### src/inc/tfps_pkg.sv
// Package with constants and types of the thermal fan sequencer
package tfps_pkg;
   localparam int TFPS_DUTY_W = 8;
   localparam int TFPS_STARTUP_PERIODS = 64;
   localparam logic [TFPS_DUTY_W-1:0] TFPS_DUTY_ZERO = 8'h00;
   localparam logic [TFPS_DUTY_W-1:0] TFPS_DUTY_FULL = 8'hff;

   typedef enum logic [1:0] {
      TFPS_ST_SHUT = 2'b00,
      TFPS_ST_START = 2'b01,
      TFPS_ST_RUN = 2'b11,
      TFPS_ST_SLEEP = 2'b10
   } tfps_state_t;

   // Threshold comparator results, each high while the condition holds
   typedef struct packed {
      logic restart;
      logic primary_below_sleep;
      logic secondary_below_sleep;
      logic primary_above_wake;
      logic secondary_above_wake;
      logic overtemp;
      logic full_duty;
   } tfps_cmp_t;
endpackage

### src/tfps_startup_timer.sv
// Startup interval counter of the thermal fan sequencer
`timescale 1ns/1ps
`default_nettype none
module tfps_startup_timer
   import tfps_pkg::*;
#(
   parameter int PERIODS = TFPS_STARTUP_PERIODS
) (
   input wire logic clk_i,
   input wire logic reset_i,
   input wire logic start_i,
   output logic busy_o
);
   localparam int CW = $clog2(PERIODS + 1);
   // The entry cycle is already the first forced period, so one less is loaded
   localparam logic [CW-1:0] LOAD = CW'(PERIODS - 1);
   localparam logic [CW-1:0] ONE = CW'(1);

   if (PERIODS < 1) begin : g_periods_check
      $error("PERIODS must be at least one");
   end

   logic [CW-1:0] count;
   logic [CW-1:0] next_count;

   always_comb begin
      next_count = count;
      if (start_i) begin
         next_count = LOAD;
      end else if (count != '0) begin
         next_count = count - ONE;
      end
   end

   always_ff @(posedge clk_i) begin
      if (reset_i) begin
         count <= '0;
      end else begin
         count <= next_count;
      end
   end

   assign busy_o = (count != '0);
endmodule
`default_nettype wire

### src/tfps_core.sv
// Digital core of the thermal fan sequencer: startup, control, fault, sleep, shutdown
// What this block does
// Outside startup the duty comes from the higher of primary and secondary inputs.
// Primary above the full-duty threshold holds the fan drive high.
// Primary above the overtemperature threshold asserts the low-active fault flag, drive stays full.
// The fault flag releases at the next time-base edge after primary drops below the overtemperature threshold.
// Both inputs below the sleep threshold with primary above shutdown enter sleep.
// Only one input below the sleep threshold keeps normal operation.
// Either input above the wake threshold leaves sleep through a 64-period forced-high startup.
// After power-on the drive is forced high for 64 time-base periods before proportional control.
// Primary below the shutdown threshold stops everything at once, whatever the secondary does.
// One time base clocks both the state logic and the modulation, one counter step per time-base cycle.
// Primary rising above the restart threshold after shutdown acts as a full power-up reset.
// In sleep the fault flag is inactive and the drive is off regardless of temperature.
// Each input is a digital duty value, the higher one is compared with a free-running counter.
// Threshold comparisons are sampled level inputs, shutdown alone acts asynchronously.
`timescale 1ns/1ps
`default_nettype none
module tfps_core
   import tfps_pkg::*;
#(
   parameter int DUTY_W = TFPS_DUTY_W,
   parameter int STARTUP_PERIODS = TFPS_STARTUP_PERIODS
) (
   input wire logic clk_i,
   input wire logic reset_i,
   input wire logic shutdown_i,
   input wire tfps_cmp_t cmp_i,
   input wire logic [DUTY_W-1:0] primary_temp_input_i,
   input wire logic [DUTY_W-1:0] secondary_fan_input_i,
   output logic fan_drive_o,
   output logic fan_drive_oe_o,
   output logic overtemp_fault_n_o,
   output logic overtemp_fault_n_oe_o,
   output tfps_state_t state_o
);
   if (DUTY_W < 2 || DUTY_W > 16) begin : g_duty_w_check
      $error("DUTY_W must lie between 2 and 16");
   end
   // The wake check below counts the interval in one delay range, which tools cap
   if (STARTUP_PERIODS < 1 || STARTUP_PERIODS > 1000) begin : g_startup_check
      $error("STARTUP_PERIODS must lie between 1 and 1000");
   end

   localparam logic [DUTY_W-1:0] PWM_ONE = DUTY_W'(1);
   localparam int START_LEN = STARTUP_PERIODS;

   tfps_state_t state;
   tfps_state_t next_state;
   logic [DUTY_W-1:0] pwm_count;
   logic [DUTY_W-1:0] next_pwm_count;
   logic [DUTY_W-1:0] duty;
   logic [DUTY_W-1:0] next_duty;
   logic drive;
   logic next_drive;
   logic fault;
   logic next_fault;
   logic start_pulse;
   logic startup_busy;
   logic sleep_req;
   logic wake_req;

   // The sleep needs both inputs low, the wake needs either one high
   assign sleep_req = cmp_i.primary_below_sleep & cmp_i.secondary_below_sleep; // see R05
   assign wake_req = cmp_i.primary_above_wake | cmp_i.secondary_above_wake;

   always_comb begin
      next_state = state;
      start_pulse = 1'b0;
      case (state)
         TFPS_ST_SHUT: begin
            if (cmp_i.restart) begin
               next_state = TFPS_ST_START; // see R11
               start_pulse = 1'b1;
            end
         end
         TFPS_ST_START: begin
            if (!startup_busy && !start_pulse) begin
               next_state = TFPS_ST_RUN;
            end
         end
         TFPS_ST_RUN: begin
            if (sleep_req) begin
               next_state = TFPS_ST_SLEEP;
            end
         end
         TFPS_ST_SLEEP: begin
            if (wake_req) begin
               next_state = TFPS_ST_START;
               start_pulse = 1'b1;
            end
         end
         default: begin
            next_state = TFPS_ST_SHUT;
         end
      endcase
   end

   tfps_startup_timer #(
      .PERIODS(STARTUP_PERIODS)
   ) u_timer (
      .clk_i(clk_i),
      .reset_i(reset_i | shutdown_i),
      .start_i(start_pulse),
      .busy_o(startup_busy)
   );

   // Duty selection and modulation; one counter step per time-base cycle
   always_comb begin
      next_pwm_count = pwm_count + PWM_ONE; // see R10
      if (primary_temp_input_i >= secondary_fan_input_i) begin
         next_duty = primary_temp_input_i;
      end else begin
         next_duty = secondary_fan_input_i;
      end
      next_drive = 1'b0;
      next_fault = 1'b0;
      case (next_state)
         TFPS_ST_START: begin
            next_drive = 1'b1; // see R08
            next_fault = cmp_i.overtemp;
         end
         TFPS_ST_RUN: begin
            // Registered duty keeps the input compare off the path into the drive flop
            next_drive = cmp_i.full_duty || (next_pwm_count < duty); // see R02
            next_fault = cmp_i.overtemp; // see R03
         end
         default: begin
            next_drive = 1'b0;
            next_fault = 1'b0;
         end
      endcase
   end

   // Shutdown is level-sensitive and overrides the sampled path at once
   always_ff @(posedge clk_i or posedge shutdown_i) begin
      if (shutdown_i) begin
         state <= TFPS_ST_SHUT; // see R09
         pwm_count <= '0;
         duty <= '0;
         drive <= 1'b0;
         fault <= 1'b0;
      end else if (reset_i) begin
         state <= TFPS_ST_SHUT;
         pwm_count <= '0;
         duty <= '0;
         drive <= 1'b0;
         fault <= 1'b0;
      end else begin
         state <= next_state;
         pwm_count <= next_pwm_count;
         duty <= next_duty;
         drive <= next_drive;
         fault <= next_fault;
      end
   end

   // Drive floats in shutdown and sleep, fault pin only pulls low when active
   assign fan_drive_o = drive;
   assign fan_drive_oe_o = (state == TFPS_ST_START) || (state == TFPS_ST_RUN);
   assign overtemp_fault_n_o = 1'b0;
   assign overtemp_fault_n_oe_o = fault;
   assign state_o = state;
endmodule
`default_nettype wire

### config.mk
export PLATFORM = sky130hd
export DESIGN_NAME = tfps_core
export DESIGN_NICKNAME = d
export VERILOG_FILES = /design/src/inc/tfps_pkg.sv /design/src/tfps_startup_timer.sv /design/src/tfps_core.sv
export SDC_FILE = /design/constraint.sdc
export NUM_CORES = 1
export LEC_CHECK = 0
export BUFFER_PORTS_ARGS = -buffer_cell sky130_fd_sc_hd__buf_2
export CORE_MARGIN = 10
export CORE_UTILIZATION = 49
export CTS_CLUSTER_SIZE = 10
export DETAILED_ROUTE_END_ITERATION = 12
export PLACE_DENSITY_LB_ADDON = 0.15
export SKIP_CTS_REPAIR_TIMING = 1
export SLEW_MARGIN = 20
export SYNTH_ARGS = -nofsm -noshare
export SYNTH_HDL_FRONTEND = slang
export SYNTH_SLANG_ARGS = --single-unit
### constraint.sdc
create_clock -name clk_i -period 1.94 [get_ports clk_i]
set_input_delay 0 -clock clk_i [delete_from_list [all_inputs] [get_ports clk_i]]
set_output_delay 0 -clock clk_i [all_outputs]
set_load 0.02 [all_outputs]
## Word-level counts from Yosys, hierarchy flattened

Index checks and enable logic that the tools add are counted.

- Bits in registers: 27
- Input port bits: 26
- Word-level logic and storage cells: 44

- Add/subtract/negate cells: 2
- Reduce and logical (&&, ||, !) cells: 7
- Eq/ne operators: 5
- Order comparisons: 2
- Bitwise operators: 3
- Muxes and demuxes: 18

Operators with widths:

| cell | count |
|---|---|
| $mux W8 | 3 |
| $mux W6 | 2 |
| $mux W2 | 5 |
| $add A8 B1 Y8 const B | 1 |
| $ge A8 B8 Y1 | 1 |
| $lt A8 B8 Y1 | 1 |
| $pmux W2 S4 | 1 |
| $reduce_bool A7 Y1 | 1 |
| $sub A7 B1 Y7 const B | 1 |
| $eq A2 B2 Y1 const B | 3 |
| $mux W1 | 5 |
| $eq A2 B1 Y1 const B | 2 |
| $pmux W1 S2 | 2 |
| $reduce_or A2 Y1 | 2 |
| $logic_not A2 Y1 | 1 |
| $logic_or A1 B1 Y1 | 2 |
| $or A1 B1 Y1 | 2 |
| $reduce_bool A2 Y1 | 1 |
| $and A1 B1 Y1 | 1 |

## Depth between registers and ports, before layout

- Depth in word-level cells: 7
- Mapped depth: 9
- Depth with buffers taken out: 9

## Cells and area by module

Synthesis repeated with hierarchy kept, for this count alone.

- Cells, all modules: 178
- Area, all modules: 1679.1 um^2

Modules (own cells, without submodules):

| module | area an instance (um^2) | cells each | times used | seq. area each (um^2) |
|---|---|---|---|---|
| tfps_core | 1296.2 | 134 | 1 | 500.5 |
| tfps_startup_timer | 382.9 | 44 | 1 | 140.1 |

## Worst setup path before layout

No wires, ideal clock.

- Kind: reg-to-reg
- Start: register pwm_count[0]
- End: register drive, in the netlist fan_drive_o
- Arrival time: 1819 ps
- Slack: -3 ps
- Cell stages (with the launch flop): 9
- Setup time: 124 ps
- Clock period less this slack: 1943 ps
- Data required time: 1816 ps
- Path through: dfrtp_1 -> ha_1 -> nand3_1 -> nor2_1 -> xor2_1 -> ha_1 -> nand4_1 -> o31a_1 -> o31a_1

- Longest elaborated chain between the ends: 5

RTL lines:

| what | RTL line | RTL |
|---|---|---|
| from (decl) | tfps_core.sv:50 | `logic [DUTY_W-1:0] pwm_count;` |
| from (signal assigned) | tfps_core.sv:151 | `pwm_count <= next_pwm_count;` |
| $add A8 B1 Y8 | tfps_core.sv:110 | `next_pwm_count = pwm_count + PWM_ONE;` |
| $lt A8 B8 Y1 | tfps_core.sv:125 | `next_drive = cmp_i.full_duty \|\| (next_pwm_count < duty);` |
| $logic_or A1 B1 Y1 | tfps_core.sv:125 |  |
| $pmux W1 S2 | tfps_core.sv:118 | `case (next_state)` |
| $mux W1 | tfps_core.sv:143 | `end else if (reset_i) begin` |
| to (signal assigned) | tfps_core.sv:153 | `drive <= next_drive;` |
| to (decl) | tfps_core.sv:54 | `logic drive;` |

Every way passes these cells.
A chain may end at the register's enable or synchronous reset.

## Worst setup path after layout

- Start: register pwm_count[1]
- End: register drive, in the netlist fan_drive_o

The elaborated chain is that of the path after synthesis.

==> metrics.md <==
| Metric | Value |
|---|---|
| Max-slew headroom | `50.07%` |
| Worst path cell trace | `and3_4 > and4_1 > xor2_1 > ha_1 > nand4_1 > o31a_1 > o31a_1` |
| I/O pins | `32` |
| DR WL/cell | `13.40 um` |
| Avg Inst Size Synth | `~9.5 um^2` |
| DIE HEIGHT | `78.56 um` |
| Max Freq | `approximately 0.5 GHz` |
| Path depth of the worst reg2reg path | `7` |
| Num CTS Buffers | `3` |
| Final Net Count | `273` |
| Sw Ratio | `31.28%` |
| Area leader, netlist | `dfrtp_1` |
| Area Overhead vs Synth | `28.44%` |
| Post-synthesis sequential area ratio | `38.12%` |
| Crit-path max FO | `3` |
| Hold Path End | `state_o[0]$_DFF_PP0_` |
| Max-cap viol count | `0` |
| First-pass GRT wire length | `5340 um` |
| Post-Syn Nets | `220` |
| CORE AREA | `0.003337 mm^2` |
| Period utilization | `103.2%` |
| Hold Crit Class | `in2reg` |
| Final WL | `3699 um` |
| Register area | `640.6 um^2` |
| Syn. warnings | `0` |
| Top-count cell post-synth | `dfrtp_1` |
| Final WS setup | `-62.94 ps` |
| Hold_ws | `3.626 ps` |
| Layout filler cell count | `284` |
| Worst-margin pin slew | `748.1 ps` |
| Top post-synthesis cells by count | `dfrtp_1 (20), inv_1 (19), ha_1 (18), nand2b_1 (18)` |
| Gr usage total | `10.41%` |
| Internal Pwr Total | `approximately 0.89 mW` |
| DRC Markers | `0` |
| Clk pwr share | `19.2%` |
| Maximum VDD drop | `0.0002717 V` |
| Max-slew violation count | `0` |
| Layout Cells excl Fill | `approximately 280` |
| Crit end category | `register` |
| Reg2reg end | `fan_drive_o$_DFF_PP0_` |
| RSZ-0062 raised after global routing | `true` |
| CTS sink cnt | `27` |
| Vias in the first global route | `about 1300` |
| Share of layout cells above drive strength 1 | `21.93%` |
| Placed Instance Area | `around 0.0019 mm^2` |
| Drt first-iter violations | `35` |
| Req. time, crit path | `about 2200 ps` |
| Synth Flop Type | `dfrtp_1` |
| DR pass1 iterations | `4` |
| Initial Utilization | `slightly above 50%` |
| CTS tree | `built` |
| Pwr/cell area | `597.8 mW/mm^2` |
| Area taken by multi-input logic gates | `975.9 um^2` |
| Final Hold Viols | `0` |
| Overflow after GRT | `0` |
| Flop-to-flop setup slack | `-60 ps` |
| Netlist cell types | `38` |
| Static leakage | `between 1 and 1.5 nW` |
| Synthesized area | `0.001680 mm^2` |
| Startpoint types | `register` |
| Cell count after synthesis | `176` |
| Cell mode on critical path | `o31a_1` |
| FF-to-FF Start | `pwm_count[1]$_DFF_PP0_` |
| Hold depth | `4` |
| Dpl hpwl | `around 2700 um` |
| Failing checks | `negative setup slack` |
| Slowest cell delay on critical path | `460 ps` |
| Hold path start | `cmp_i[5]` |
| Vias post-DR | `approximately 1400` |
| Gate power share | `between 30% and 40%` |
| Post-Place Cells | `250` |
| Port buffer count | `30` |
| Setup Viol. Count Final | `1` |
| Root Driver | `clkbuf_4` |
| Die area | `0.006172 mm^2` |
| Reg clk slew, reported paths | `~150 ps` |
| RD Place Congestion | `0.8019` |
| Initial antenna violation count | `2` |
| Critical path type | `reg2reg` |
| Synthesized flop and latch total | `27` |
| H-tree depth | `1` |
| Bufs on Longest Clock Path | `2` |
| Setup Total Neg Slack | `-62.94 ps` |
| Via density | `5.047` |
| Post-route design area | `0.002158 mm^2` |
| Min cycle time layout | `2003 ps` |
| Antenna Nets Post-Route | `0` |
| Reg power frac | `between 40% and 50%` |
| Clk_skew | `10.94 ps` |
| Synth async-reset ratio | `about 74%` |
| Clock Latency Late Sink | `330 ps` |
| Largest net degree at the start of global routing | `28` |
| Fin util | `roughly two thirds` |
| Arr. time, crit path | `2240 ps` |
| Slowest CP cell | `dfrtp_1` |
| FP Rows | `21` |
| Psw | `0.4036 mW` |
| Die width | `78.56 um` |
| Synth area leaders | `dfrtp_1 (30%), ha_1 (13%), dfxtp_1 (8.3%)` |
| Number of synthesized flops with an enable pin | `0` |
| Synth top area share | `29.78%` |
| Status | `finished with violations` |
[worst max-delay path by stage]
stage	from	end	cells after the start
finish	pwm_count[1]$_DFF_PP0_	fan_drive_o$_DFF_PP0_	7
global route	pwm_count[0]$_DFF_PP0_	fan_drive_o$_DFF_PP0_	9
CTS	pwm_count[0]$_DFF_PP0_	fan_drive_o$_DFF_PP0_	8
detailed placement	pwm_count[1]$_DFF_PP0_	fan_drive_o$_DFF_PP0_	7
global placement	pwm_count[0]$_DFF_PP0_	fan_drive_o$_DFF_PP0_	8
floorplan	pwm_count[4]$_DFF_PP0_	fan_drive_o$_DFF_PP0_	7
[kinds of logic after synthesis]
| group | Yosys count | synth area share (%) |
|---|---|---|
| simple gates | 63 | 21.74 |
| flops | 27 | 38.12 |
| mux | 10 | 6.031 |
| xor+xnor | 9 | 4.691 |
| buf+inv | 25 | 5.808 |
| compound gates | 23 | 9.979 |
| fa+ha+maj | 18 | 13.40 |
| other cells | 1 | 0.2232 |
[power by group through the flow]
stage	Clock, mW	Combinational (mW)	Sequential [mW]
after global placement	0	0.355	0.641
after CTS	0.255	0.370	0.632
final	0.247	0.409	0.634
after floorplan	0	0.266	0.647
after global routing	0.274	0.458	0.641
after detailed placement	0	0.367	0.643
[final cells by class]
cell class                 count  area share, %
tap                           46          2.667
inverter                      19          3.304
multi-input combinational    124          45.22
antenna                        2         0.2319
timing repair buffer          54          17.51
clock inverter                 1         0.3478
sequential                    27          29.68
clock buffer                   3          1.043
[flip-flops by register name (all words and copies together) (netlist names)]
name,cells
pwm_count,8
fan_drive_o,1
duty,8
overtemp_fault_n_oe_o,1
u_timer.count,7
state_o,2
[per-layer routing]
| layer | GRT usage [%] | wire length (um) |
|---|---|---|
| met1 | 11.72 | 1486 |
| met2 | 18.91 | 2044 |
| met3 | 2.392 | 135 |
| met4 | 3.226 | 32 |
| met5 | 0 | 0 |
[layout by cell type (no fill, tap or decap), types with 3 or more instances in the layout]
cell type and instances:
nand2b_1 18, a21oi_1 7, nor2b_1 8, nand2_1 9, inv_1 19, xnor2_1 6
dfrtp_1 20, ha_1 17, dfxtp_1 7, buf_2 30, buf_4 5, nand3_1 3
dlygate4sd3_1 19, nor2_1 9, mux2i_1 9, a31oi_1 3, clkbuf_4 3
[critical path, delay by kind of cell, from the launching register on]
family	cells	cell delay, ps
and+or+nand+nor	3	480
xor gates and xnor gates	1	150
adders and majority gates	1	310
DFF	1	460
AOI/OAI and AO/OA	2	520
[per-stage QoR]
stage,worst slack (ps),total power [mW]
global placement,-13.50,0.9957
floorplan,20.25,0.9126
CTS,-84.90,1.256
global route,-158.4,1.372
detailed placement,-66.77,1.011
finish,-62.94,1.290
No activity file was read; power rests on OpenSTA's default activity.
